--- src/shared/lpm_defs.svh ---
// Offsets, field positions, reset values and timing counts of the power-mode controller
`ifndef LPM_DEFS_SVH
`define LPM_DEFS_SVH

`define LPM_ADDR_W 8
`define LPM_DATA_W 32
`define LPM_NPCLK 8
`define LPM_NWAKE 6
`define LPM_NTAMPER 2
`define LPM_CNT_W 13

`define LPM_OFS_CTRL 8'h00
`define LPM_OFS_WAKE 8'h04
`define LPM_OFS_DEBUG 8'h08
`define LPM_OFS_STATUS 8'h0C
`define LPM_OFS_CLKLIM 8'h10
`define LPM_OFS_PCLK 8'h14

`define LPM_CTRL_DEEP 0
`define LPM_CTRL_STBY 1
`define LPM_CTRL_LPREG 2
`define LPM_CTRL_UDRV 3
`define LPM_CTRL_SCALE_LO 4
`define LPM_CTRL_SCALE_HI 5
`define LPM_CTRL_ODRV 6
`define LPM_CTRL_RTS 7
`define LPM_CTRL_BKP_UNLOCK 8
`define LPM_WAKE_EN_LO 0
`define LPM_WAKE_POL_LO 8
`define LPM_ST_MODE_LO 0
`define LPM_ST_BATT 4
`define LPM_ST_TAMPER 5
`define LPM_ST_HSI 6

`define LPM_SCALE_RST 2'h1
`define LPM_PCLK_RST 8'hFF

`define LPM_SCALE1_MHZ 16'h00B4
`define LPM_SCALE1_OD_MHZ 16'h00D8
`define LPM_SCALE2_MHZ 16'h00A8
`define LPM_SCALE2_OD_MHZ 16'h00B4
`define LPM_SCALE3_MHZ 16'h0090

`define LPM_CLK_PERIOD_NS 50
`define LPM_STOP_WAKE_MIN_NS 15000
`define LPM_STOP_WAKE_MAX_NS 120000
`define LPM_STBY_WAKE_NS 313000
`define LPM_STOP_WAKE_MIN_CYC ((`LPM_STOP_WAKE_MIN_NS + `LPM_CLK_PERIOD_NS - 1) / `LPM_CLK_PERIOD_NS)
`define LPM_STOP_WAKE_MAX_CYC (`LPM_STOP_WAKE_MAX_NS / `LPM_CLK_PERIOD_NS)
`define LPM_STBY_WAKE_CYC (`LPM_STBY_WAKE_NS / `LPM_CLK_PERIOD_NS)

`endif

--- src/shared/lpm_pkg.sv ---
// Types of the power-mode controller
`include "lpm_defs.svh"
package lpm_pkg;
  typedef enum logic [2:0] {
    LPM_RUN = 3'h0,
    LPM_SLEEP = 3'h1,
    LPM_STOP = 3'h2,
    LPM_STOP_WAKE = 3'h3,
    LPM_STANDBY = 3'h4,
    LPM_STBY_WAKE = 3'h5,
    LPM_RST_REQ = 3'h6
  } lpm_mode_t;

  typedef struct packed {
    lpm_mode_t mode;
    logic [`LPM_CNT_W-1:0] cnt;
    logic deep;
    logic stby_sel;
    logic lp_reg_sel;
    logic udrv_sel;
    logic [1:0] scale;
    logic odrv;
    logic rts;
    logic bkp_unlock;
    logic [`LPM_NWAKE-1:0] wk_en;
    logic [`LPM_NWAKE-1:0] wk_pol;
    logic [2:0] dbg;
    logic [`LPM_NPCLK-1:0] pclk_sleep;
    logic tamper_flag;
    logic hsi_flag;
    logic [`LPM_DATA_W-1:0] rdata;
    logic main_reg;
    logic lp_reg;
    logic udrv_on;
    logic cpu_clk;
    logic bus_clk;
    logic free_running_core_clock;
    logic hs_clk;
    logic io_hiz;
    logic ulp_bor;
    logic core_retain;
    logic bkp_wr;
    logic erase;
    logic on_bat;
    logic rst_req;
    logic [`LPM_NPCLK-1:0] pclk;
  } lpm_state_t;
endpackage

--- src/lpm_ctrl.sv ---
// Power-mode controller: run, sleep, stop and standby sequencing with backup-domain control
//
// Behaviour
// (RULE1) Core runs on main regulator in run and sleep; stop picks main or low-power.
// (RULE2) Standby turns every core regulator off; core state is lost.
// (RULE3) Backup-domain writes blocked after any reset until software unlocks them.
// (RULE4) Three voltage scales; clock limits 180/216, 168/180, 144 MHz read back.
// (RULE5) Sleep halts the CPU clock; peripheral clocks follow a software mask.
// (RULE6) Wait instruction enters sleep; with return-to-sleep, the lowest handler exit does.
// (RULE7) Stop halts all fast clocks, keeps SRAM and peripherals; slow oscillators may run.
// (RULE8) Any external event line leaves stop.
// (RULE9) Stop to run takes between 15 and 120 microseconds.
// (RULE10) After stop the system clock comes from the internal fast oscillator.
// (RULE11) Under-drive in stop keeps the core domain in low leakage, contents kept.
// (RULE12) Standby keeps only backup registers and backup SRAM.
// (RULE13) Standby puts I/Os in high impedance and keeps the ultra-low brown-out reset on.
// (RULE14) Six standby wakeup pins, each with its own active polarity.
// (RULE15) Standby wakeup requests a full system reset after about 313 microseconds.
// (RULE16) Two tamper inputs on battery; intrusion erases backup registers.
// (RULE17) Backup domain moves to battery while main supply is low, and back.
// (RULE18) Cleared option bit makes stop or standby entry request a reset instead.
// (RULE19) Debug bits keep bus and core clocks, and standby regulator, running.
// (RULE20) Deep-sleep selection picks stop or standby; otherwise plain sleep.
`timescale 1ns/1ps
`default_nettype none
`include "lpm_defs.svh"

module lpm_ctrl #(
  parameter int STBY_WAKE_CYCLES = `LPM_STBY_WAKE_CYC
) (
  input wire logic i_sys_clk,
  input wire logic i_sys_rst,
  input wire logic [`LPM_ADDR_W-1:0] i_addr,
  input wire logic [`LPM_DATA_W-1:0] i_wdata,
  input wire logic i_wr,
  input wire logic i_rd,
  input wire logic i_wfi,
  input wire logic i_wfe,
  input wire logic i_isr_exit_lowest,
  input wire logic i_irq_pending,
  input wire logic i_external_event_lines,
  input wire logic [`LPM_NWAKE-1:0] i_wake_pin,
  input wire logic [`LPM_NTAMPER-1:0] i_tamper,
  input wire logic i_main_supply_ok,
  input wire logic i_opt_stop_allow,
  input wire logic i_opt_stby_allow,
  output logic [`LPM_DATA_W-1:0] o_rdata,
  output lpm_pkg::lpm_mode_t o_mode,
  output logic o_main_reg_on,
  output logic o_lp_reg_on,
  output logic o_under_drive,
  output logic o_cpu_clk_en,
  output logic o_bus_clk_en,
  output logic o_free_running_core_clock_en,
  output logic o_hs_clk_en,
  output logic o_sysclk_internal_fast_oscillator,
  output logic o_io_hiz,
  output logic o_ulp_bor_on,
  output logic o_core_retain,
  output logic o_backup_wr_en,
  output logic o_backup_erase,
  output logic o_backup_on_battery,
  output logic o_sys_reset_req,
  output logic [`LPM_NPCLK-1:0] o_periph_clk_en
);
  import lpm_pkg::*;

  localparam logic [`LPM_CNT_W-1:0] STOP_FAST_LOAD = `LPM_CNT_W'(`LPM_STOP_WAKE_MIN_CYC - 1);
  localparam logic [`LPM_CNT_W-1:0] STOP_SLOW_LOAD = `LPM_CNT_W'(`LPM_STOP_WAKE_MAX_CYC - 1);
  localparam logic [`LPM_CNT_W-1:0] STBY_LOAD = `LPM_CNT_W'(STBY_WAKE_CYCLES - 1);

  lpm_state_t s_reg;
  lpm_state_t s_next;
  logic sleep_req;
  logic stby_wake;
  logic [15:0] clk_limit;
  lpm_mode_t m;

  always_comb begin
    clk_limit = `LPM_SCALE3_MHZ;
    case (s_reg.scale)
      2'h1: clk_limit = s_reg.odrv ? `LPM_SCALE1_OD_MHZ : `LPM_SCALE1_MHZ; // [RULE4]
      2'h2: clk_limit = s_reg.odrv ? `LPM_SCALE2_OD_MHZ : `LPM_SCALE2_MHZ; // [RULE4]
      default: clk_limit = `LPM_SCALE3_MHZ;
    endcase
  end

  // Return-to-sleep replaces the instruction trigger by the handler exit
  assign sleep_req = s_reg.rts ? i_isr_exit_lowest : (i_wfi | i_wfe); // [RULE6]
  // Polarity bit set means the pin wakes when low
  assign stby_wake = |(s_reg.wk_en & (i_wake_pin ^ s_reg.wk_pol)); // [RULE14]

  always_comb begin
    s_next = s_reg;
    s_next.rdata = '0;
    m = s_reg.mode;

    if (i_wr) begin
      case (i_addr)
        `LPM_OFS_CTRL: begin
          s_next.deep = i_wdata[`LPM_CTRL_DEEP];
          s_next.stby_sel = i_wdata[`LPM_CTRL_STBY];
          s_next.lp_reg_sel = i_wdata[`LPM_CTRL_LPREG];
          s_next.udrv_sel = i_wdata[`LPM_CTRL_UDRV];
          s_next.scale = i_wdata[`LPM_CTRL_SCALE_HI:`LPM_CTRL_SCALE_LO];
          s_next.odrv = i_wdata[`LPM_CTRL_ODRV];
          s_next.rts = i_wdata[`LPM_CTRL_RTS];
          s_next.bkp_unlock = i_wdata[`LPM_CTRL_BKP_UNLOCK]; // [RULE3]
        end
        `LPM_OFS_WAKE: begin
          s_next.wk_en = i_wdata[`LPM_WAKE_EN_LO +: `LPM_NWAKE];
          s_next.wk_pol = i_wdata[`LPM_WAKE_POL_LO +: `LPM_NWAKE];
        end
        `LPM_OFS_DEBUG: s_next.dbg = i_wdata[2:0];
        `LPM_OFS_PCLK: s_next.pclk_sleep = i_wdata[`LPM_NPCLK-1:0];
        `LPM_OFS_STATUS: begin
          if (i_wdata[`LPM_ST_TAMPER]) begin
            s_next.tamper_flag = 1'b0;
          end
          if (i_wdata[`LPM_ST_HSI]) begin
            s_next.hsi_flag = 1'b0;
          end
        end
        default: ;
      endcase
    end

    if (i_rd) begin
      case (i_addr)
        `LPM_OFS_CTRL: s_next.rdata = {23'h0, s_reg.bkp_unlock, s_reg.rts, s_reg.odrv, s_reg.scale,
                                       s_reg.udrv_sel, s_reg.lp_reg_sel, s_reg.stby_sel, s_reg.deep};
        `LPM_OFS_WAKE: s_next.rdata = {18'h0, s_reg.wk_pol, 2'h0, s_reg.wk_en};
        `LPM_OFS_DEBUG: s_next.rdata = {29'h0, s_reg.dbg};
        `LPM_OFS_STATUS: s_next.rdata = {25'h0, s_reg.hsi_flag, s_reg.tamper_flag, s_reg.on_bat,
                                         1'b0, s_reg.mode};
        `LPM_OFS_CLKLIM: s_next.rdata = {16'h0, clk_limit};
        `LPM_OFS_PCLK: s_next.rdata = {24'h0, s_reg.pclk_sleep};
        default: s_next.rdata = '0;
      endcase
    end

    case (s_reg.mode)
      LPM_RUN: begin
        if (sleep_req) begin
          if (!s_reg.deep) begin
            m = LPM_SLEEP; // [RULE20]
          end else if (s_reg.stby_sel) begin
            m = i_opt_stby_allow ? LPM_STANDBY : LPM_RST_REQ; // [RULE18] [RULE20]
          end else begin
            m = i_opt_stop_allow ? LPM_STOP : LPM_RST_REQ; // [RULE18] [RULE20]
          end
        end
      end
      LPM_SLEEP: begin
        if (i_irq_pending | i_external_event_lines) begin
          m = LPM_RUN;
        end
      end
      LPM_STOP: begin
        if (i_external_event_lines) begin
          m = LPM_STOP_WAKE; // [RULE8]
          // Low-power regulator and under-drive need the long ramp
          s_next.cnt = (s_reg.lp_reg_sel | s_reg.udrv_sel) ? STOP_SLOW_LOAD : STOP_FAST_LOAD; // [RULE9]
        end
      end
      LPM_STOP_WAKE: begin
        if (s_reg.cnt == '0) begin
          m = LPM_RUN; // [RULE9]
          s_next.hsi_flag = 1'b1; // [RULE10]
        end else begin
          s_next.cnt = s_reg.cnt - `LPM_CNT_W'(1);
        end
      end
      LPM_STANDBY: begin
        if (stby_wake) begin
          m = LPM_STBY_WAKE;
          s_next.cnt = STBY_LOAD; // [RULE15]
        end
      end
      LPM_STBY_WAKE: begin
        if (s_reg.cnt == '0) begin
          m = LPM_RST_REQ; // [RULE15]
        end else begin
          s_next.cnt = s_reg.cnt - `LPM_CNT_W'(1);
        end
      end
      LPM_RST_REQ: m = LPM_RST_REQ;
      default: m = LPM_RUN;
    endcase
    s_next.mode = m;

    // Set after the clear so an intrusion in the clearing cycle survives
    if (|i_tamper) begin
      s_next.tamper_flag = 1'b1; // [RULE16]
    end

    s_next.main_reg = (m == LPM_RUN) || (m == LPM_SLEEP) || (m == LPM_STOP_WAKE) || (m == LPM_RST_REQ) ||
                      ((m == LPM_STOP) && !s_reg.lp_reg_sel) ||
                      (((m == LPM_STANDBY) || (m == LPM_STBY_WAKE)) && s_reg.dbg[2]); // [RULE1] [RULE2] [RULE19]
    s_next.lp_reg = (m == LPM_STOP) && s_reg.lp_reg_sel; // [RULE1]
    s_next.udrv_on = (m == LPM_STOP) && s_reg.udrv_sel; // [RULE11]
    s_next.cpu_clk = (m == LPM_RUN) || (m == LPM_RST_REQ); // [RULE5]
    s_next.free_running_core_clock = s_next.cpu_clk || ((m == LPM_SLEEP) && s_reg.dbg[0]) || ((m == LPM_STOP) && s_reg.dbg[1]) ||
                  (((m == LPM_STANDBY) || (m == LPM_STBY_WAKE)) && s_reg.dbg[2]); // [RULE19]
    s_next.bus_clk = s_next.free_running_core_clock || (m == LPM_SLEEP) || (m == LPM_STOP_WAKE); // [RULE19]
    // Stop wake ramps the internal fast oscillator only
    s_next.hs_clk = (m == LPM_RUN) || (m == LPM_SLEEP) || (m == LPM_STOP_WAKE) || (m == LPM_RST_REQ); // [RULE7]
    s_next.io_hiz = (m == LPM_STANDBY) || (m == LPM_STBY_WAKE); // [RULE13]
    s_next.ulp_bor = s_next.io_hiz; // [RULE13]
    s_next.core_retain = !s_next.io_hiz; // [RULE7] [RULE12]
    s_next.bkp_wr = s_next.bkp_unlock; // [RULE3]
    s_next.erase = |i_tamper; // [RULE16]
    s_next.on_bat = !i_main_supply_ok; // [RULE17]
    s_next.rst_req = (m == LPM_RST_REQ); // [RULE15] [RULE18]
    case (m)
      LPM_RUN, LPM_RST_REQ: s_next.pclk = '1;
      // Next mask, so a mask written during sleep gates at once
      LPM_SLEEP: s_next.pclk = s_next.pclk_sleep; // [RULE5]
      default: s_next.pclk = '0;
    endcase
  end

  always_ff @(posedge i_sys_clk) begin
    if (i_sys_rst) begin
      s_reg <= '0;
      s_reg.scale <= `LPM_SCALE_RST;
      s_reg.pclk_sleep <= `LPM_PCLK_RST;
      s_reg.main_reg <= 1'b1;
      s_reg.cpu_clk <= 1'b1;
      s_reg.free_running_core_clock <= 1'b1;
      s_reg.bus_clk <= 1'b1;
      s_reg.hs_clk <= 1'b1;
      s_reg.core_retain <= 1'b1;
      s_reg.pclk <= '1;
    end else begin
      s_reg <= s_next;
    end
  end

  assign o_rdata = s_reg.rdata;
  assign o_mode = s_reg.mode;
  assign o_main_reg_on = s_reg.main_reg;
  assign o_lp_reg_on = s_reg.lp_reg;
  assign o_under_drive = s_reg.udrv_on;
  assign o_cpu_clk_en = s_reg.cpu_clk;
  assign o_bus_clk_en = s_reg.bus_clk;
  assign o_free_running_core_clock_en = s_reg.free_running_core_clock;
  assign o_hs_clk_en = s_reg.hs_clk;
  assign o_sysclk_internal_fast_oscillator = s_reg.hsi_flag;
  assign o_io_hiz = s_reg.io_hiz;
  assign o_ulp_bor_on = s_reg.ulp_bor;
  assign o_core_retain = s_reg.core_retain;
  assign o_backup_wr_en = s_reg.bkp_wr;
  assign o_backup_erase = s_reg.erase;
  assign o_backup_on_battery = s_reg.on_bat;
  assign o_sys_reset_req = s_reg.rst_req;
  assign o_periph_clk_en = s_reg.pclk;

  localparam logic [`LPM_CNT_W-1:0] RAMP_MIN = `LPM_CNT_W'(`LPM_STOP_WAKE_MIN_CYC);
  localparam logic [`LPM_CNT_W-1:0] RAMP_MAX = `LPM_CNT_W'(`LPM_STOP_WAKE_MAX_CYC);

  // Ramp too long for a delay range; count it here, saturating to avoid wrap
  logic [`LPM_CNT_W-1:0] ramp_cyc;
  always_ff @(posedge i_sys_clk) begin
    if (i_sys_rst || (o_mode != LPM_STOP_WAKE)) begin
      ramp_cyc <= '0;
    end else if (ramp_cyc != '1) begin
      ramp_cyc <= ramp_cyc + `LPM_CNT_W'(1);
    end
  end
endmodule
`default_nettype wire

--- config.mk ---
export PLATFORM = sky130hd
export DESIGN_NAME = lpm_ctrl
export DESIGN_NICKNAME = d
export VERILOG_FILES = /design/src/shared/lpm_pkg.sv /design/src/lpm_ctrl.sv
export VERILOG_INCLUDE_DIRS = /design/src /design/src/shared
export SDC_FILE = /design/constraint.sdc
export NUM_CORES = 1
export LEC_CHECK = 0
export BUFFER_PORTS_ARGS = -buffer_cell sky130_fd_sc_hd__buf_2
export CORE_MARGIN = 3
export CORE_UTILIZATION = 45
export CTS_CLUSTER_SIZE = 16
export DETAILED_ROUTE_END_ITERATION = 6
export PLACE_DENSITY_LB_ADDON = 0.15
export RECOVER_POWER = 100
export SETUP_SLACK_MARGIN = 0.1
export SYNTH_ARGS = -nofsm -noshare
export SYNTH_HDL_FRONTEND = slang
export SYNTH_SLANG_ARGS = --single-unit
--- constraint.sdc ---
create_clock -name i_sys_clk -period 2.3 [get_ports i_sys_clk]
set_input_delay 0.46 -clock i_sys_clk [delete_from_list [all_inputs] [get_ports i_sys_clk]]
set_output_delay 0.46 -clock i_sys_clk [all_outputs]
set_load 0.02 [all_outputs]
==> results of run 1 <==
## worst max-delay path: cells and delay by family, from the launching register on
family	cells	cell delay, ns
flip-flops	1	0.33
multiplexers	1	0.32
AO/OA/AOI/OAI	3	0.64
AND/OR/NAND/NOR	2	0.71
adder cells (fa/ha/maj)	1	0.13
buffers and inverters	1	0.07
## synth_stat cells (5+ instances only)
library cell / count / area (um2)
a22oi_1: 10 / 75.1
nand4_1: 5 / 31.3
mux2i_1: 33 / 330
xor2_1: 6 / 52.6
and2_1: 12 / 75.1
dfxtp_1: 84 / 1680
nand3_1: 12 / 60.1
inv_1: 12 / 45.0
buf_4: 44 / 330
nor3_1: 11 / 55.1
nor2b_1: 6 / 37.5
nor2_1: 52 / 195
nand2_1: 33 / 124
o21ai_0: 27 / 135
a21oi_1: 25 / 125
clkbuf_1: 14 / 52.6
## layout make-up
type                    count  area [um2]
inverters                  12        45.0
flip-flops and latches     84        1690
multi-input cells         328        2140
repair buffers            131         719
clock buffers              10         138
fillers                   868        3870
well taps                 108         135
clock inverters             6        72.6
## what timing repair did
item	CTS	global route
endpoints found under the setup margin	29	29
pin swaps	10	17
setup buffers	6	5
gates resized for setup	7	29
gates cloned	0	1
hold buffers	0	0
## final timing paths
check / startpoint / endpoint / cells after the start
worst max register to register: s_reg[88] / o_bus_clk_en / 8
worst max-delay path: s_reg[88] / o_bus_clk_en / 8
worst min-delay path: i_main_supply_ok / o_backup_on_battery / 2
worst min register to register: s_reg[93] / s_reg[93] / 2
## power by group through the flow
stage | Clock (mW) | Sequential [mW] | Combinational, mW
finish | 1.11 | 1.48 | 0.248
floorplan | 0 | 1.52 | 0.172
CTS | 1.13 | 1.48 | 0.238
global placement | 0 | 1.52 | 0.228
global route | 1.19 | 1.49 | 0.267
detailed placement | 0 | 1.52 | 0.232
## through the flow
stage,setup slack (ns),util,area (um2),total power [mW]
after CTS,0.0677,0.555,4890,2.85
after global placement,-0.0614,0.523,4610,1.74
after floorplan,-0.0153,-,4220,1.70
final,0.0349,0.561,4940,2.84
after detailed placement,-0.176,0.523,4610,1.75
after global routing,-0.0339,0.561,4940,2.94
## metal layers
metal	GRT usage	share of wire	vias to the layer above
met2	0.341	0.50	94
li1	-	-	1791
met4	0.0685	0.013	0
met3	0.0358	0.050	15
met1	0.263	0.44	1724
met5	0	0	-
## cells by family after synthesis
family / Yosys count
adder cells (fa/ha/maj): 4
AND/OR/NAND/NOR: 160
other: 1
XOR/XNOR: 6
AO/OA/AOI/OAI: 103
buffers and inverters: 75
multiplexers: 36
flip-flops: 84
==> impl_metrics.yaml, run 1 <==
status:
  outcome: "finished, final reports clean"
clock_network:
  cts_max_level: 3
  cts_root_buffer: "clkbuf_8"
  clock_latency_ns: 0.36
  cts_buffers: 9
  cts_sinks: 84
  cts_tree: "done"
  cts_buffer_depth: 2
  clkTransAtPathRegs_ns: 0.09
flow_run:
  maxCapViolCount: 0
setup_path:
  critPathMaxFanout: 3
  worst_path_max_delay_cell: "a311o_2"
  cp.arrival_ns: 2.56
  crit_path_frequent_cell: "o211ai_1"
  max_stage_delay_ns: 0.40
  end_kind: "flip-flop"
  crit_type: "reg2reg"
  r2r_setup_slack_ns: 0.03
  critPathLaunchType: "flip-flop"
  crit_required_ns: 2.59
  cp_cell_sequence: "inv_2 > ha_4 > or3b_4 > nor4_4 > o211ai_1 > a311o_2 > mux2_4 > o211ai_1"
logic_synthesis:
  async_flop_share: 0
  syn_inst: 469
  synthXorXnorAreaFrac: 0.0127
  synth_top_family_by_area: "simple AND/OR/NAND/NOR gates"
  ys_seq_elements: 84
  synthMuxAreaShare: 0.0891
  synth.avg_cell_area_um2: 8.80
  ys_warn_count: 0
  synth_edf_count: 0
  synth-main-ff-cell: "dfxtp_1"
  yosysUniqueCellTypes: 62
  yosys.area_share.simple: 0.198
  synth_compound_area_frac: 0.163
  synth.cell_area_um2: 4130
  synth-adder-area-share: 0.0121
  yosysSeqAreaShare: 0.407
routing:
  ant_nets: 0
  wl_um: 10700
  vias_per_cell: 5.34
  drtPass1Iterations: 4
  vias: 3624
  wl_per_cell_um: 15.8
  first_iter_violations: 181
  drc_errors: 0
floorplan:
  io_pins: 118
  die_area_um2: 10400
  std_cell_rows: 34
  chipHeight_um: 102
  floorplan.initialDensity: 0.469
  dieWidth_um: 102
  core_area_um2: 8810
sta:
  tightest_slew_ns: 0.639
  drv_slew: 0
  hold_viol_final: 0
  fin_hold_ws_ns: 0.242
  finClkSkew_ns: 0.00775
  slew_headroom: 0.574
  max_clock_freq_mhz: 441
  rsz0062_at_grt: "yes"
  period_minus_slack_ns: 2.27
  setup_viol: 0
  post-route-period-util: 0.985
  tns_ns: 0
global_route:
  antenna_found_initial: 0
  grt_pass1_vias: 3230
  grt_max_degree: 31
  grt_usage: 0.203
  grt-ovfl-total: 0
  grt_pass1_wl_um: 16300
power:
  p_per_area_nw_per_um2: 575
  netSwitchingPower_mw: 0.742
  power.internal_mw: 2.10
  pwr-share-comb: 0.087
  vdd_ir_drop_max_mv: 0.288
  swShare: 0.261
  p_clk_frac: 0.391
  p_leak_nw: 2.10
  power_frac_seq: 0.522
finish:
  area_growth_pct: 19.6
  layout_commonest_cell: "dfxtp_1"
  layout_common_cells: "81 x dfxtp_1, 51 x nor2_1, 45 x clkbuf_1"
  nNetsFinal: 630
  antenna_cells: 0
  largest_register_ff_count: 45
  final_layout_size_suffix_gt1_frac: 0.252
  fin_cells: 679
hold_path:
  hold_class: "in2reg"
placed_design:
  dp_cells: 651
  gp_congestion: 0.874
  dp_hpwl_um: 7770
  port_buffers: 81
Note: power is estimated with default switching activity, not from simulation.
==> run 2: changes to the inputs <==
Settings changed: ABC_AREA set to 1, CORE_UTILIZATION 45 to 34, SKIP_CTS_REPAIR_TIMING set to 1.
==> run 2 against run 1 <==
  * Total power grew 13%
  * Hold slack gained 0.016 ns
  * Via count grew 3.3%
  * Clock-buffer cell count grew 1
  * Clock skew grew 0.0026 ns
  * Highest routed layer unchanged
  * Sequential power is essentially flat
  * Non-clock buffer count shrank 43
  * Critical path type unchanged
  * Core utilization shrank 16 points
==> impl_metrics.yaml, run 2 <==
finish:
  area_growth_pct: 13.7
  antenna_cells: 0
  layout_commonest_cell: "nand2_1"
  fin_util: 0.398
  layout_common_cells: "109 x nand2_1, 84 x dfxtp_1, 75 x inv_1"
  final_layout_size_suffix_gt1_frac: 0.128
  nNetsFinal: 717
  largest_register_ff_count: 45
logic_synthesis:
  yosysMostFrequentCell: "nand2_1"
  ys_seq_elements: 84
  yosysSeqAreaShare: 0.397
  ys_warn_count: 0
  synth.cell_area_um2: 4240
  synth.avg_cell_area_um2: 7.15
  synth_edf_count: 0
  syn_inst: 593
  synthTopCellsByCount: "107 x nand2_1, 84 x dfxtp_1, 73 x inv_1"
  async_flop_share: 0
  synth_area_leaders: "dfxtp_1 40%, nand2_1 9.5%, buf_4 7.8%"
  yosysUniqueCellTypes: 43
  synth.top_cell.area_share: 0.397
  synth_top_cell_by_area: "dfxtp_1"
  synth-main-ff-cell: "dfxtp_1"
sta:
  drv_slew: 0
  post-route-period-util: 0.838
  setup_viol: 0
  slew_headroom: 0.342
  period_minus_slack_ns: 1.93
  tns_ns: 0
  finClkSkew_ns: 0.0104
  tightest_slew_ns: 0.987
  hold_viol_final: 0
  rsz0062_at_grt: "no"
  max_clock_freq_mhz: 519
clock_network:
  cts_sinks: 84
  cts_root_buffer: "clkbuf_16"
  clkTransAtPathRegs_ns: 0.07
  cts_tree: "done"
  cts_max_level: 3
  cts_buffers: 9
  cts_buffer_depth: 2
  clock_latency_ns: 0.35
floorplan:
  core_area_um2: 12100
  chipHeight_um: 118
  io_pins: 118
  floorplan.initialDensity: 0.350
  std_cell_rows: 40
  dieWidth_um: 118
  die_area_um2: 13800
power:
  p_leak_nw: 2.22
  p_per_area_nw_per_um2: 668
  vdd_ir_drop_max_mv: 0.332
routing:
  wl_um: 11100
  first_iter_violations: 239
  vias_per_cell: 4.53
  drc_errors: 0
  ant_nets: 0
  drtPass1Iterations: 4
  vias: 3742
  wl_per_cell_um: 13.4
setup_path:
  end_kind: "flip-flop"
  crit_type: "reg2reg"
  cp.arrival_ns: 2.15
  crit_required_ns: 2.52
  critPathLaunchType: "flip-flop"
  critPathMaxFanout: 10
  cp_cell_sequence: "xnor2_1 > nor2_4 > nor2_1 > o21ai_1 > inv_1 > nor3_2 > a21oi_1"
  worst_path_max_delay_cell: "dfxtp_1"
  max_stage_delay_ns: 0.49
flow_run:
  maxCapViolCount: 0
placed_design:
  port_buffers: 81
  dp_hpwl_um: 8590
  gp_congestion: 0.858
global_route:
  grt_pass1_vias: 3606
  grt_pass1_wl_um: 18000
  grt_max_degree: 45
  grt_usage: 0.163
  grt-ovfl-total: 0
  antenna_found_initial: 0
status:
  outcome: "finished, final reports clean"
hold_path:
  hold_class: "in2reg"
run 2: cell count changes after synthesis, moves of 10 or more:
| cell | change |
|---|---|
| nand2_1 | +74 |
| inv_1 | +61 |
| mux2i_1 | -33 |
| nand3_1 | +20 |
| o21ai_0 | +18 |
| nor2_1 | +17 |
| a21oi_1 | +15 |
| and2_1 | -12 |
| a22oi_1 | -10 |
run 2: cells by family (layout without fill, tap and decap cells):
logic type / after synthesis / count (layout) / share of synthesized area
adders and majority gates: 4 / 4 / 0.0118
xor gates and xnor gates: 7 / 7 / 0.0145
and+or+nand+nor: 256 / 256 / 0.276
AOI/OAI and AO/OA: 106 / 106 / 0.135
buffers and inverters: 134 / 182 / 0.162
DFF: 84 / 84 / 0.397
other: 1 / 18 / 0.000884
muxes: 1 / 1 / 0.00266
run 2: area by class of cell:
class                      count  area (um2)
fill                        1345        7290
clock inverter                 5        60.1
clock buffer                  11         253
sequential                    84        1680
tap                          168         210
multi-input combinational    392        1910
timing repair buffer          88         413
inverter                      78         295
run 2: power breakdown:
group	leakage, nW	internal (mW)	switching, mW
registers	0.681	1.48	0.00741
clock network	0.152	0.902	0.596
logic	1.39	0.0698	0.170
total	2.22	2.45	0.773
run 2: layer usage:
| metal | global-route usage | share of wire | vias up | wire length, um |
|---|---|---|---|---|
| li1 | - | - | 1963 | - |
| met1 | 0.207 | 0.46 | 1687 | 5130 |
| met2 | 0.269 | 0.48 | 87 | 5290 |
| met3 | 0.0533 | 0.055 | 5 | 609 |
| met4 | 0.0396 | 0.0060 | 0 | 67 |
| met5 | 0 | 0 | - | 0 |
run 2: through the flow:
step	cell area, um2	std cells	setup slack, ns	total power, mW	hold slack (ns)
after detailed placement	4590	810	0.229	1.77	0.443
after global placement	4590	810	0.268	1.77	0.438
after global routing	4820	826	0.134	3.37	0.256
after CTS	4900	826	0.373	3.27	0.242
final	4820	826	0.373	3.22	0.258
after floorplan	4300	610	0.650	1.70	0.422
run 2: worst paths after layout:
check	end	slack [ns]	startpoint	cells after the start
hold reg to reg	s_reg[88]	0.45	s_reg[88]	1
setup reg to reg	s_reg[99]	0.37	o_mode[2]	7
hold / removal	o_backup_on_battery	0.26	i_main_supply_ok	2
setup / recovery	s_reg[99]	0.37	o_mode[2]	7
run 2: critical path: cells and delay by family (launching register included):
kind / cells / cell delay (ns)
buffers and inverters: 1 / 0.10
and+or+nand+nor: 3 / 0.73
xor gates and xnor gates: 1 / 0.18
DFF: 1 / 0.49
AOI/OAI and AO/OA: 2 / 0.29
==> run 3: changes to the inputs <==
Clock period 2.3 ns to 1.8 ns, I/O delays scaled along.
==> run 3 against run 2 <==
  * Critical path depth up 4
  * Fmax up 9.4%
  * Routed wire length up 5.7%
  * Core utilization up 6.0 points
  * Largest cell class unchanged
==> impl_metrics.yaml, run 3 (synthesized netlist as in run 2, its figures left out) <==
status:
  outcome: "finished, final reports clean"
setup_path:
  crit_required_ns: 2.09
  critPathLaunchType: "flip-flop"
  end_kind: "flip-flop"
  cp.arrival_ns: 2.05
  crit_type: "reg2reg"
  critPathMaxFanout: 5
  r2r_setup_slack_ns: 0.04
global_route:
  use_met2: 0.276
  grt_usage: 0.164
  grt-ovfl-total: 0
  grt_pass1_wl_um: 18100
  antenna_found_initial: 0
  met3_usage: 0.0509
  grt_pass1_vias: 3680
  grt_max_degree: 32
  top_usage_layer: "met2"
  grtUsageMet1: 0.203
routing:
  vias: 4012
  wl_per_cell_um: 13.3
  wl_um: 11700
  drtPass1Iterations: 5
  first_iter_violations: 193
  drc_errors: 0
  vias_per_cell: 4.55
  ant_nets: 0
floorplan:
  io_pins: 118
  core_area_um2: 12100
  chipHeight_um: 118
  floorplan.initialDensity: 0.350
  dieWidth_um: 118
  std_cell_rows: 40
  die_area_um2: 13800
power:
  power_frac_seq: 0.468
  netSwitchingPower_mw: 0.996
  vdd_ir_drop_max_mv: 0.383
  power.internal_mw: 3.05
  p_clk_frac: 0.441
  power_mw: 4.05
  pwr-share-comb: 0.091
  p_leak_nw: 2.52
  p_per_area_nw_per_um2: 731
  swShare: 0.246
sta:
  drv_slew: 0
  slew_headroom: 0.256
  setup_viol: 0
  tns_ns: 0
  period_minus_slack_ns: 1.76
  rsz0062_at_grt: "yes"
  post-route-period-util: 0.979
  max_clock_freq_mhz: 568
  hold_viol_final: 0
  finClkSkew_ns: 0.00741
  tightest_slew_ns: 1.12
clock_network:
  cts_buffer_depth: 2
  cts_tree: "done"
  cts_max_level: 3
  clock_latency_ns: 0.34
  clkTransAtPathRegs_ns: 0.06
  cts_buffers: 9
  cts_root_buffer: "clkbuf_16"
  cts_sinks: 84
finish:
  nNetsFinal: 772
  fillers: 1297
  fin_cells: 881
  area_growth_pct: 30.7
  layout_common_cells: "96 x nand2_1, 74 x dfxtp_1, 64 x inv_1"
  final_cell_area_um2: 5540
  layout_commonest_cell: "nand2_1"
  final_layout_size_suffix_gt1_frac: 0.297
  antenna_cells: 0
  largest_register_ff_count: 45
  fin_util: 0.458
placed_design:
  dp_hpwl_um: 8760
  placed_area_um2: 4840
  gp_congestion: 0.830
  port_buffers: 81
  dp_cells: 845
flow_run:
  maxCapViolCount: 0
hold_path:
  hold_class: "in2reg"
## run 3: cell types whose count changed in the layout (fill, tap and decap cells not counted), sizes merged
cell      previous run  this run
buf                 46        98
clkbuf              53        57
clkinvlp             1         3
bufinv               1         0
clkinv               3         2
inv                 78        77
## run 3: area by class of cell
cell class                      count  area [um2]  area share
Clock buffer                       13         270      0.0488
Clock inverter                      3        20.0     0.00361
Inverter                           78         315      0.0569
Multi-Input combinational cell    392        2200       0.396
Sequential cell                    84        1700       0.308
Tap cell                          168         210      0.0379
Timing Repair Buffer              142         817       0.147
Timing Repair inverter              1        7.51     0.00135
## run 3: power groups by stage
stage | Sequential [mW] | Clock [mW] | Combinational (mW)
detailed placement | 1.94 | 0 | 0.325
floorplan | 1.95 | 0 | 0.227
CTS | 1.90 | 1.83 | 0.326
global route | 1.90 | 1.92 | 0.407
finish | 1.89 | 1.79 | 0.370
global placement | 1.94 | 0 | 0.324
## run 3: metal layers
layer  wire length (um)  part of all wire  vias to the layer above
met5                  0                 0                        -
met2               5610              0.48                       95
met1               5390              0.46                     1827
met3                613             0.052                       11
met4                117             0.010                        0
li1                   -                 -                     2079
## run 3: critical path, cell delays in order, from the launching register on
cell and delay, ns:
dfxtp_4 0.37, nor2_4 0.15, nand2_2 0.10, nor2_4 0.11, nand2_2 0.08, nand2_2 0.09, nand3_2 0.08, nor2_4 0.15
nand2_2 0.09, nor2_4 0.21, clkinvlp_4 0.19, nand2_1 0.08
## run 3: final timing paths
kind               startpoint                  end  cells past startpoint
max                 s_reg[93]         o_cpu_clk_en                     11
min          i_main_supply_ok  o_backup_on_battery                      2
max reg2reg         s_reg[93]         o_cpu_clk_en                     11
min reg2reg         s_reg[78]            s_reg[78]                      2
## run 3: through the flow
stage               hold slack (ns)  setup WS (ns)
floorplan                     0.422          0.240
global placement              0.438         0.0382
detailed placement            0.440         0.0316
CTS                           0.152         0.0258
global route                  0.152        -0.0899
finish                        0.162         0.0380
